**src/verilog/pmde_pkg.sv**
```systemverilog
// Shared constants and carrier types for the bus-master DMA engine
package pmde_pkg;
	// Register byte offsets on the register port
	localparam logic [7:0] OFS_CTRL = 8'h00;
	localparam logic [7:0] OFS_ADDR = 8'h04;
	localparam logic [7:0] OFS_BCNT = 8'h08;
	localparam logic [7:0] OFS_ISR  = 8'h0c;
	// Control register field positions
	localparam int CTL_INT_ENA = 0;
	localparam int CTL_FLUSH   = 1;
	localparam int CTL_LRST    = 2;
	localparam int CTL_WRITE   = 3;
	localparam int CTL_DMA_ENA = 4;
	localparam int CTL_TCI_DIS = 5;
	localparam int CTL_DMA_ON  = 6;
	// Interrupt status field positions
	localparam int ISR_INT_PEND = 0;
	localparam int ISR_ERR_PEND = 1;
	localparam int ISR_INT_IRQ  = 2;
	localparam int ISR_TC       = 3;
	localparam int ISR_AD_LOAD  = 4;
	// Counter fields: address bits 31..2, byte count bits 16..2
	localparam int ADDR_LSB = 2;
	localparam int BCNT_MSB = 16;
	localparam int BCNT_W   = 15;
	// Buffer depth in DWORDs (64 bytes)
	localparam int BUF_WORDS = 16;
	// Reset values of all registers
	localparam logic [31:0] REG_RESET = 32'h0000_0000;
	// PCI bus commands used by the master
	localparam logic [3:0] CMD_MEM_READ  = 4'h6;
	localparam logic [3:0] CMD_MEM_WRITE = 4'h7;
	// Master request towards the PCI core
	typedef struct packed {
		logic        active;
		logic [3:0]  cmd;
		logic [31:0] addr;
		logic [31:0] wdata;
	} pmde_mst_req_s;
	// Master answer from the PCI core
	typedef struct packed {
		logic        xfer;
		logic        err;
		logic [31:0] rdata;
	} pmde_mst_rsp_s;
endpackage : pmde_pkg

```
**src/verilog/pmde_dma_engine.sv**
```systemverilog
// Bus-master DMA engine with 16-DWORD buffer and four DMA registers
//
// Our own choices: the plain strobed port and the placing of the registers.

module pmde_dma_engine #(
	parameter int BURST_MAX = pmde_pkg::BUF_WORDS
) (
	input  wire logic                    clk,
	input  wire logic                    rstn,
	// Host register port (PCI target side)
	input  wire logic [7:0]              reg_addr,
	input  wire logic [31:0]             reg_wdata,
	input  wire logic                    reg_wr,
	input  wire logic                    reg_rd,
	output logic [31:0]                  reg_rdata,
	// Local register write port
	input  wire logic [31:0]             loc_reg_wdata,
	input  wire logic                    loc_ctrl_wr,
	input  wire logic                    loc_bcnt_wr,
	input  wire logic                    loc_addr_wr,
	// Register monitors
	output logic [6:0]                   ctrl_mon,
	output logic [31:0]                  addr_mon,
	output logic [16:0]                  bcnt_mon,
	output logic [4:0]                   isr_mon,
	// Local data side
	input  wire logic                    loc_req,
	output logic                         loc_ack_n,
	output logic                         loc_wr_n,
	output logic                         loc_rd_n,
	input  wire logic [31:0]             loc_dat_in,
	output logic [31:0]                  loc_dat_out,
	input  wire logic                    loc_irq_n,
	output logic                         loc_reset,
	// PCI master side
	output logic                         pci_req_n,
	input  wire logic                    pci_gnt_n,
	output pmde_pkg::pmde_mst_req_s      mst_req,
	input  wire pmde_pkg::pmde_mst_rsp_s mst_rsp,
	output logic                         pci_inta_n
);
	localparam int IW = 5; // Index and count width
	localparam int BCNT_W_L = pmde_pkg::BCNT_W; // Byte counter width

	// Refuse depths the index logic cannot serve
	if (BURST_MAX < 1 || BURST_MAX > pmde_pkg::BUF_WORDS) begin : g_chk
		$error("BURST_MAX must lie in 1..16");
	end

	// Engine states, Gray coded along the transfer path
	typedef enum logic [2:0] {
		ST_IDLE  = 3'b000,
		ST_WAIT  = 3'b001,
		ST_FILL  = 3'b011,
		ST_BREQ  = 3'b010,
		ST_BURST = 3'b110,
		ST_DRAIN = 3'b111,
		ST_DONE  = 3'b101
	} pmde_state_e;

	pmde_state_e             state_ff, nxt_state;   // Sequencer state
	logic [IW-1:0]           idx_ff, nxt_idx;       // Buffer word index
	logic [IW-1:0]           cnt_ff, nxt_cnt;       // Words this round
	logic [31:0]             buf_mem [BURST_MAX];   // RAM buffer
	logic                    buf_we;                // Buffer write
	logic [31:0]             buf_wd;                // Buffer write data
	logic [29:0]             addr_ff, nxt_addr;     // Address bits 31..2
	logic [BCNT_W_L-1:0]     bcnt_ff, nxt_bcnt;     // Byte count 16..2
	logic                    int_ena_ff, nxt_int_ena;
	logic                    lrst_ff, nxt_lrst;
	logic                    write_ff, nxt_write;
	logic                    dma_ena_ff, nxt_dma_ena;
	logic                    tci_dis_ff, nxt_tci_dis;
	logic                    dma_on_ff, nxt_dma_on; // Transfer active
	logic                    err_ff, nxt_err;       // Error pending
	logic                    tc_ff, nxt_tc;         // Terminal count
	logic                    adl_ff, nxt_adl;       // Address loaded
	logic                    irq_ff;                // Local irq level
	logic [31:0]             rdata_ff, nxt_rdata;
	logic                    ack_n_ff, wr_n_ff, rd_n_ff, req_n_ff;
	logic                    inta_n_ff, lreset_ff;
	logic [31:0]             dout_ff, nxt_dout;
	pmde_pkg::pmde_mst_req_s mst_ff, nxt_mst;

	// Write decode: host and local writes share the same registers
	logic        wr_ctrl, wr_addr, wr_bcnt, flush, loc_addr_hit;
	logic [31:0] wd;
	logic        rd_isr;
	always_comb begin
		wr_ctrl = (reg_wr && reg_addr == pmde_pkg::OFS_CTRL)
			|| loc_ctrl_wr;
		wr_addr = (reg_wr && reg_addr == pmde_pkg::OFS_ADDR)
			|| loc_addr_wr;
		wr_bcnt = (reg_wr && reg_addr == pmde_pkg::OFS_BCNT)
			|| loc_bcnt_wr;
		wd = reg_wr ? reg_wdata : loc_reg_wdata;
		flush = wr_ctrl && wd[pmde_pkg::CTL_FLUSH];
		loc_addr_hit = loc_addr_wr && !reg_wr;
		rd_isr = reg_rd && reg_addr == pmde_pkg::OFS_ISR;
	end

	// Sequencer and counters: next values
	logic last;
	always_comb begin
		nxt_state = state_ff;
		nxt_idx = idx_ff;
		nxt_cnt = cnt_ff;
		nxt_addr = addr_ff;
		nxt_bcnt = bcnt_ff;
		buf_we = 1'b0;
		buf_wd = loc_dat_in;
		last = (idx_ff == cnt_ff - IW'(1));
		unique case (state_ff)
			ST_IDLE: begin
				if (dma_on_ff) begin
					nxt_state = ST_WAIT;
				end
			end
			ST_WAIT: begin
				if (!dma_on_ff || err_ff) begin
					nxt_state = ST_IDLE;
				end else if (bcnt_ff == '0) begin
					nxt_state = ST_DONE;
				end else if (loc_req) begin
					nxt_idx = '0;
					// Round size capped by buffer depth
					nxt_cnt = (bcnt_ff > BCNT_W_L'(BURST_MAX)) ?
						IW'(BURST_MAX) : bcnt_ff[IW-1:0];
					nxt_state = write_ff ? ST_FILL : ST_BREQ;
				end
			end
			ST_FILL: begin
				// Latch one local word per cycle
				buf_we = 1'b1;
				nxt_idx = idx_ff + IW'(1);
				if (last) begin
					nxt_idx = '0;
					nxt_state = ST_BREQ;
				end
			end
			ST_BREQ: begin
				if (err_ff) begin
					nxt_state = ST_IDLE;
				end else if (!pci_gnt_n) begin
					nxt_state = ST_BURST;
				end
			end
			ST_BURST: begin
				if (mst_rsp.err) begin
					nxt_state = ST_IDLE;
				end else if (mst_rsp.xfer) begin
					buf_we = !write_ff;
					buf_wd = mst_rsp.rdata;
					nxt_addr = addr_ff + 30'h0000_0001;
					nxt_bcnt = bcnt_ff - BCNT_W_L'(1);
					nxt_idx = idx_ff + IW'(1);
					if (last) begin
						nxt_idx = '0;
						if (!write_ff) begin
							nxt_state = ST_DRAIN;
						end else if (nxt_bcnt == '0) begin
							nxt_state = ST_DONE;
						end else begin
							nxt_state = ST_WAIT;
						end
					end
				end
			end
			ST_DRAIN: begin
				// One buffered word per cycle to the local side
				nxt_idx = idx_ff + IW'(1);
				if (last) begin
					nxt_idx = '0;
					nxt_state = (bcnt_ff == '0) ? ST_DONE : ST_WAIT;
				end
			end
			ST_DONE: begin
				nxt_state = ST_IDLE;
			end
			default: begin
				nxt_state = ST_IDLE;
			end
		endcase
		// Register writes override counting
		if (wr_addr) begin
			nxt_addr = wd[31:pmde_pkg::ADDR_LSB];
		end
		if (wr_bcnt) begin
			nxt_bcnt = wd[pmde_pkg::BCNT_MSB:pmde_pkg::ADDR_LSB];
		end
		// Flush invalidates buffer contents
		if (flush) begin
			nxt_idx = '0;
			nxt_state = ST_IDLE;
		end
	end

	// Control and status flags: next values
	always_comb begin
		nxt_int_ena = int_ena_ff;
		nxt_lrst = lrst_ff;
		nxt_write = write_ff;
		nxt_dma_ena = dma_ena_ff;
		nxt_tci_dis = tci_dis_ff;
		if (wr_ctrl) begin
			nxt_int_ena = wd[pmde_pkg::CTL_INT_ENA];
			nxt_lrst = wd[pmde_pkg::CTL_LRST];
			nxt_write = wd[pmde_pkg::CTL_WRITE];
			nxt_dma_ena = wd[pmde_pkg::CTL_DMA_ENA];
			nxt_tci_dis = wd[pmde_pkg::CTL_TCI_DIS];
		end
		// Address loaded: set wins over clear
		nxt_adl = adl_ff;
		if (flush || state_ff == ST_DONE) begin
			nxt_adl = 1'b0;
		end
		if (wr_addr) begin
			nxt_adl = 1'b1;
		end
		// Terminal count: set wins over clear
		nxt_tc = tc_ff;
		if (rd_isr || flush || loc_addr_hit) begin
			nxt_tc = 1'b0;
		end
		if (state_ff == ST_DONE) begin
			nxt_tc = 1'b1;
		end
		// Error pending: raised by aborts, cleared by flush
		nxt_err = err_ff;
		if (flush) begin
			nxt_err = 1'b0;
		end
		if (state_ff == ST_BURST && mst_rsp.err) begin
			nxt_err = 1'b1;
		end
		nxt_dma_on = adl_ff && dma_ena_ff && !err_ff;
	end

	// Outputs and read data: next values
	logic [31:0] ctrl_word, isr_word;
	always_comb begin
		ctrl_word = '0;
		ctrl_word[6:0] = {dma_on_ff, tci_dis_ff, dma_ena_ff, write_ff,
			lrst_ff, 1'b0, int_ena_ff};
		isr_word = '0;
		isr_word[4:0] = {adl_ff, tc_ff, irq_ff, err_ff,
			err_ff || tc_ff || irq_ff};
		nxt_rdata = '0;
		if (reg_rd) begin
			unique case (reg_addr)
				pmde_pkg::OFS_CTRL: nxt_rdata = ctrl_word;
				pmde_pkg::OFS_ADDR: nxt_rdata = {addr_ff, 2'b00};
				pmde_pkg::OFS_BCNT: nxt_rdata = {15'h0000, bcnt_ff, 2'b00};
				pmde_pkg::OFS_ISR:  nxt_rdata = isr_word;
				default:            nxt_rdata = '0;
			endcase
		end
		// Master request follows the burst state
		nxt_mst.active = (nxt_state == ST_BURST);
		nxt_mst.cmd = nxt_write ? pmde_pkg::CMD_MEM_WRITE
			: pmde_pkg::CMD_MEM_READ;
		nxt_mst.addr = {nxt_addr, 2'b00};
		nxt_dout = buf_mem[nxt_idx[IW-2:0]];
		// A word written this cycle is not in the array yet; forward it
		if (buf_we && idx_ff == nxt_idx) begin
			nxt_dout = buf_wd;
		end
		nxt_mst.wdata = nxt_dout;
	end

	// Buffer write port
	always_ff @(posedge clk) begin
		if (buf_we) begin
			buf_mem[idx_ff[IW-2:0]] <= buf_wd;
		end
	end

	// State, registers and registered outputs
	always_ff @(posedge clk) begin
		if (!rstn) begin
			state_ff <= ST_IDLE;
			idx_ff <= '0;
			cnt_ff <= '0;
			addr_ff <= '0;
			bcnt_ff <= '0;
			int_ena_ff <= 1'b0;
			lrst_ff <= 1'b0;
			write_ff <= 1'b0;
			dma_ena_ff <= 1'b0;
			tci_dis_ff <= 1'b0;
			dma_on_ff <= 1'b0;
			err_ff <= 1'b0;
			tc_ff <= 1'b0;
			adl_ff <= 1'b0;
			irq_ff <= 1'b0;
			rdata_ff <= pmde_pkg::REG_RESET;
			ack_n_ff <= 1'b1;
			wr_n_ff <= 1'b1;
			rd_n_ff <= 1'b1;
			req_n_ff <= 1'b1;
			inta_n_ff <= 1'b1;
			lreset_ff <= 1'b1;
			dout_ff <= '0;
			mst_ff <= '0;
		end else begin
			state_ff <= nxt_state;
			idx_ff <= nxt_idx;
			cnt_ff <= nxt_cnt;
			addr_ff <= nxt_addr;
			bcnt_ff <= nxt_bcnt;
			int_ena_ff <= nxt_int_ena;
			lrst_ff <= nxt_lrst;
			write_ff <= nxt_write;
			dma_ena_ff <= nxt_dma_ena;
			tci_dis_ff <= nxt_tci_dis;
			dma_on_ff <= nxt_dma_on;
			err_ff <= nxt_err;
			tc_ff <= nxt_tc;
			adl_ff <= nxt_adl;
			irq_ff <= !loc_irq_n;
			rdata_ff <= nxt_rdata;
			ack_n_ff <= !(nxt_state == ST_FILL || nxt_state == ST_DRAIN);
			wr_n_ff <= (nxt_state != ST_DRAIN);
			rd_n_ff <= (nxt_state != ST_FILL);
			req_n_ff <= !(nxt_state == ST_BREQ
				|| nxt_state == ST_BURST);
			inta_n_ff <= !(nxt_int_ena && (nxt_err || irq_ff
				|| (nxt_tc && !nxt_tci_dis)));
			lreset_ff <= nxt_lrst;
			dout_ff <= nxt_dout;
			mst_ff <= nxt_mst;
		end
	end

	// Port connections straight from flip-flops, save the OR that forms isr_mon bit 0
	always_comb begin
		reg_rdata = rdata_ff;
		ctrl_mon = ctrl_word[6:0];
		addr_mon = {addr_ff, 2'b00};
		bcnt_mon = {bcnt_ff, 2'b00};
		isr_mon = isr_word[4:0];
		loc_ack_n = ack_n_ff;
		loc_wr_n = wr_n_ff;
		loc_rd_n = rd_n_ff;
		loc_dat_out = dout_ff;
		loc_reset = lreset_ff;
		pci_req_n = req_n_ff;
		mst_req = mst_ff;
		pci_inta_n = inta_n_ff;
	end
endmodule // pmde_dma_engine

```
**config.mk**
```make
export PLATFORM = sky130hd
export DESIGN_NAME = pmde_dma_engine
export DESIGN_NICKNAME = d
export VERILOG_FILES = /design/src/verilog/pmde_pkg.sv /design/src/verilog/pmde_dma_engine.sv
export SDC_FILE = /design/constraint.sdc
export NUM_CORES = 1
export LEC_CHECK = 0
export ABC_AREA = 1
export BUFFER_PORTS_ARGS = -buffer_cell sky130_fd_sc_hd__buf_2
export CORE_MARGIN = 3
export CORE_UTILIZATION = 38
export DETAILED_ROUTE_END_ITERATION = 7
export PLACE_DENSITY = 0.66
export SLEW_MARGIN = 10
export SYNTH_ARGS = -nofsm -noshare
export SYNTH_HDL_FRONTEND = slang
export SYNTH_SLANG_ARGS = --single-unit
```
**constraint.sdc**
```tcl
create_clock -name clk -period 3.8 [get_ports clk]
set_input_delay 0.38 -clock clk [delete_from_list [all_inputs] [get_ports clk]]
set_output_delay 0.38 -clock clk [all_outputs]
set_load 0.05 [all_outputs]
```
== Yosys cells after proc, flatten, opt, wreduce, memory -nomap -nowiden ==
Memories as Yosys holds them, arrays and structs flattened.
Index checks and enable logic that the tools add are counted.
Storage, ports and cells
  flip-flop bits (word level): 145
  bits in latches: 0
  RAM bits: 512
  bits in read-only memories: 0
  word-level logic and storage cells: 153
  memories: 1
Cells by class
  add/subtract/negate cells: 4
  $mul: 0
  div/mod/pow operators: 0
  $lt $le $gt $ge: 1
  equality and inequality tests: 18
  shifts and indexed selects: 0
  mux-type cells: 56
  bitwise logic cells: 2
  reduce and logical (&&, ||, !) cells: 45
Memory list
  buf_mem: depth 16, width 32, rd ports 1, clocked after memory_dff 0, wr ports 1, RTL line pmde_dma_engine.sv:64  | logic [31:0] buf_mem [BURST_MAX];
Operators by type and width (count)
  two-way mux 32 bit: 5
  case mux 32 bit (4 select lines): 1
  two-way mux 30 bit: 4
  two-way mux 15 bit: 4
  two-way mux 3 bit: 15
  two-way mux 5 bit: 8
  adder 30 x 1 -> 30 bit (second input constant): 1
  logical NOT 15 bit: 2
  case mux 3 bit (6 select lines): 1
  equality test 8 x 4 -> 1 bit (second input constant): 2
  two-way mux 1 bit: 16
  equality test 3 bit (second input constant): 5
  > comparator 15 x 5 -> 1 bit (second input constant): 1
  case mux 5 bit (3 select lines): 1
  subtractor 15 x 1 -> 15 bit (second input constant): 1
  logical OR 1 bit: 13
  equality test 3 x 2 -> 1 bit (second input constant): 4
  logical AND 1 bit: 12
  equality test 5 bit: 2
  logical NOT 1 bit: 9
  equality test 8 x 3 -> 1 bit (second input constant): 1
  logical NOT 8 bit: 1
  nonzero test 2 bit: 3
  adder 5 x 1 -> 5 bit (second input constant): 1
  12 further kinds: 13

== Logic depth before layout (Yosys ltp) ==
  depth in word-level cells: 12
  depth in mapped cells: 23
  depth with buffers taken out: 20

== Least setup slack after synthesis ==
OpenSTA, ideal clock, no wires.
  kind: flip-flop to flip-flop
  start point: register state_ff[1]
  end point: memory buf_mem[3][0] (enable)
  setup time: 0.461 ns
  data arrival time: 3.206 ns
  data required time: 3.339 ns
  setup slack: 0.133 ns
  stages on the path, launching flop included: 7
  clock period less this slack: 3.667 ns
  cell sequence: dfxtp_1 > nand3_2 > nor2_2 > nand2_2 > clkinv_1 > a21oi_1 > nor3_1
On the way
  cells in the longest elaborated chain, start to end: 4
  elaborated cells between the ends (all ways): 5
  classes of those cells: eq/ne (2); mux (3)
Ends and longest elaborated chain
  start: declaration: RTL line pmde_dma_engine.sv:61  | pmde_state_e state_ff, nxt_state;
  start signal: assignment: RTL line pmde_dma_engine.sv:306  | state_ff <= nxt_state;
  equality test 3 bit or equality test 3 x 2 -> 1 bit (tied branches): RTL line pmde_dma_engine.sv:113  | unique case (state_ff)
  case mux 1 bit (2 select lines) *: RTL line pmde_dma_engine.sv:113
  two-way mux 1 bit *: RTL line pmde_dma_engine.sv:273  | if (buf_we) begin
  two-way mux 1 bit (implied by the code) *: RTL line pmde_dma_engine.sv:274  | buf_mem[idx_ff[IW-2:0]] <= buf_wd;
  end: declaration: RTL line pmde_dma_engine.sv:64
Mark *: on every way between the ends. The rest lies on a longest branch, timed or not.

== Worst setup path in the final report ==
  start point: register bcnt_ff[0]
  end point: register mst_ff (netlist bit mst_req[17])
On the way
  cells in the longest elaborated chain, start to end: 8
  elaborated cells between the ends (all ways): 9
  classes of those cells: eq/ne (1); mux (5); reduce/logical (2); memory (1)
Ends and longest elaborated chain
  start: declaration: RTL line pmde_dma_engine.sv:68  | logic [BCNT_W_L-1:0] bcnt_ff, nxt_bcnt;
  start signal: assignment: RTL line pmde_dma_engine.sv:310  | bcnt_ff <= nxt_bcnt;
  logical NOT 15 bit *: RTL line pmde_dma_engine.sv:122  | end else if (bcnt_ff == '0) begin
  two-way mux 5 bit *: RTL line pmde_dma_engine.sv:122
  two-way mux 5 bit *: RTL line pmde_dma_engine.sv:120  | if (!dma_on_ff || err_ff) begin
  case mux 5 bit (3 select lines) *: RTL line pmde_dma_engine.sv:113
  two-way mux 5 bit *: RTL line pmde_dma_engine.sv:192  | if (flush) begin
  branches (longest 2 deep; another with memory read (16 x 32 bit))
  two-way mux 32 bit *: RTL line pmde_dma_engine.sv:265  | if (buf_we && idx_ff == nxt_idx) begin
  end signal: assignment: RTL line pmde_dma_engine.sv:331  | mst_ff <= nxt_mst;
  end: declaration: RTL line pmde_dma_engine.sv:83  | pmde_pkg::pmde_mst_req_s mst_ff, nxt_mst;
Mark *: on every way between the ends.
A chain may end at the register's enable or synchronous reset.

==> metrics.txt <==
Slew @ Worst Pin 0.9870 ns; R2R depth 19; critical path peak fanout 51; Synth-to-Final Area Change 15.19%; Pleak 14.44 nW; Max Cap Viol 0; synth unique cells 50; final net count 3563; gp weighted congestion 0.9465; DP Area 32400 um2; ranking of synthesized cells by area edfxtp_1, nand2_1, dfxtp_1, nand4_1, nand3_1; RR Endpoint mst_req[17]; CP Cell Sequence inv_1 -> ha_1 -> nand2_1 -> nor2_1 -> nand2_1 -> nand2_2 -> nand2_2 -> nand2_1 -> nand2_1 -> nand3_2 -> nand2_1 -> nor2_4 -> buf_4 -> nand2_1 -> nand3_1 -> nand3_1 -> nand3_1 -> nand2_1 -> inv_1; Port Buffers 339; area taken by multi-input logic gates 9786 um2; Peak VDD IR 0.3188 mV; Yosys reg bits 652; Placement Setup Slack 0.4878 ns; synthesized cell area 30100 um2; # diodes 0; filler cell count 7299; Mean Syn Cell Area 9.408 um2; Setup crit end mst_req[17]; Initial DRC Count 2136; WP depth 19; Primary FF master, synth edfxtp_1; CP Capture Type register; FP Rows 102; Final period util 89.11%; Vias 23.89k; most common cell after layout, fill and taps aside nand2_1; worst min-delay path category in2reg; post-synth top area cell edfxtp_1; final number of setup-violating endpoints 0; DRT Pass-1 Iters 6; CTS resizes 0; # clock sinks 652; Placeable Area 77980 um2; worst r2r src bcnt_ff[0]; first-pass GRT wire length 138.1 mm; Initial Util 38.59%; share of cells above drive strength 1 16.53%; Clock Latency Late Sink 0.61 ns; total die area 82610 um2; largest net degree at the start of global routing 149; Crit-path slowest cell buf_4; clock-pin transition on the worst setup and hold timing paths 0.06 ns; residual DRC count 0; Via density 5.308; IO Pins 348; Cells after Synth 3199; Routed Wire Length 92.57 mm; root buffer cell clkbuf_16; ANT nets after route 0; critical path's largest stage delay 0.64 ns; Reg area 18180 um2; Critical Path Source Type register; vias in the first global route 22.59k; initial antenna violation count 1; max-slew violation count 0; Power per Cell Area 453.0 nW/um2; Vert. Die Dim 287.4 um; CP delay by family, top simple AND/OR/NAND/NOR gates; total number of yosys warnings 0; sequential area share after synthesis 60.40%; design area 34670 um2; total power 0.01570 W; htree depth 3; CTS tree done; average wire per standard cell 20.57 um; R2R Setup Slk 0.41 ns; unrepaired setup endpoints after global routing no; global-route usage over all layers 21.90%; Fin Setup TNS 0 ns; Required @ worst endpoint 4.34 ns; Die X 287.4 um; outcome finished, final reports clean; Layout Skew 0.01804 ns; Post-synth EDFFs 512; post-route minimum period 3.386 ns; most frequent cells in the layout nand2_1, edfxtp_1, buf_2, nand3_1, nand4_1; critical path buffer and inverter count 3; most frequent CP cell nand2_1; clock tree buffer depth 3; DP Wirelength 54.11 mm; Worst Path Arrival 3.93 ns; final hold viol count 0; ys async rst share 0%; CTS buffer count 70; remaining global-route overflow 0; Setup WS post-layout 0.4138 ns; Max Clk Rate 295.3 MHz; critical path type reg2reg; Crit. Startpoint bcnt_ff[0]; top-area cell type share of the netlist area 51.09%; max_slew headroom 34.20%
[routing by layer]
| layer | part of all wire, % | GRT usage [%] |
|---|---|---|
| met1 | 40 | 28.11 |
| met2 | 48 | 36.62 |
| met3 | 7.2 | 3.466 |
| met4 | 4.5 | 9.585 |
| met5 | 0.0097 | 0 |
[power breakdown]
| group | switching, W | internal [W] | leakage [nW] |
|---|---|---|---|
| logic | 0.000871 | 0.000260 | 7.58 |
| registers | 0.0000964 | 0.00774 | 5.75 |
| clock network | 0.00276 | 0.00397 | 1.11 |
[synthesized netlist by cell type, types with 2 or more instances]
cell / n
o21ai_0: 48
nor2_1: 172
a211oi_1: 7
nor2_2: 6
a31oi_1: 26
ha_1: 9
buf_4: 100
buf_2: 77
nand4_1: 234
nand2_2: 8
dfxtp_1: 140
buf_6: 15
a311oi_1: 2
o21ai_1: 32
nor4_2: 2
nand2_1: 1108
xor2_1: 16
a22oi_1: 2
o211ai_1: 12
nand3_1: 266
o31ai_1: 3
nand3b_1: 2
nor4_1: 9
a21oi_1: 40
or2_2: 7
mux2i_1: 6
o22ai_1: 6
clkbuf_1: 69
a221oi_1: 3
nor3_1: 32
inv_1: 171
o221a_2: 2
a21oi_2: 2
o221ai_1: 5
buf_1: 18
edfxtp_1: 512
nor2_4: 2
clkinv_1: 4
nand3_2: 4
xnor2_1: 2
inv_2: 9
[worst register-to-register path, cell delays in order (launching register included)]
cell and delay [ns]:
dfxtp_1 0.36, inv_1 0.14, ha_1 0.16, nand2_1 0.07
nor2_1 0.11, nand2_1 0.12, nand2_2 0.12, nand2_2 0.08
nand2_1 0.10, nand2_1 0.07, nand3_2 0.09, nand2_1 0.09
nor2_4 0.58, buf_4 0.66, nand2_1 0.14, nand3_1 0.10
nand3_1 0.11, nand3_1 0.11, nand2_1 0.06, inv_1 0.08
[state kept, by name, indices dropped and copies added (netlist names), 3 cells and up]
signal,flops
state_ff,3
bcnt_ff,15
cnt_ff,5
idx_ff,5
buf_mem,512
mst_req,65
reg_rdata,32
[how the worst min path moves through the flow]
| stage | from | to | cells past startpoint |
|---|---|---|---|
| floorplan | rstn | mst_req[65] | 0 |
| global placement | cnt_ff[4] | cnt_ff[4] | 2 |
| detailed placement | cnt_ff[4] | cnt_ff[4] | 2 |
| CTS | loc_reg_wdata[22] | mst_req[54] | 3 |
| global route | loc_reg_wdata[22] | mst_req[54] | 3 |
| finish | loc_reg_wdata[0] | int_ena_ff | 3 |
[per-stage QoR]
step / hold WS [ns] / std cells / utilization (%)
5_1_grt: 0.09505 / 4501 / 44.46
2_1_floorplan: 0.4077 / 3206 / -
4_1_cts: 0.07916 / 4501 / 44.46
3_3_place_gp: 0.4822 / 4373 / 41.55
3_5_place_dp: 0.4892 / 4373 / 41.55
6_report: 0.1107 / 4501 / 44.46
[kinds of logic after synthesis]
kind of cell,count (synthesis),share of synthesized area (%)
other cells,1,0.01246
mux,6,0.1996
fa+ha+maj,9,0.3742
xor+xnor,18,0.5238
flops,652,60.40
buf+inv,464,7.766
compound gates,195,3.879
simple gates,1854,26.84
[final cells by class]
cell class	count	share of cell area, %
Sequential cell	652	52.43
Multi-Input combinational cell	2090	28.23
Timing Repair Buffer	408	7.081
Clock buffer	99	5.695
Tap cell	1040	3.754
Inverter	184	1.996
Clock inverter	28	0.8121
[repair_timing]
item	4_1_cts	5_1_grt
endpoints found under the hold margin	1	0
hold buffers	1	0
setup buffers	0	0
(Power assumes the default switching activity.)
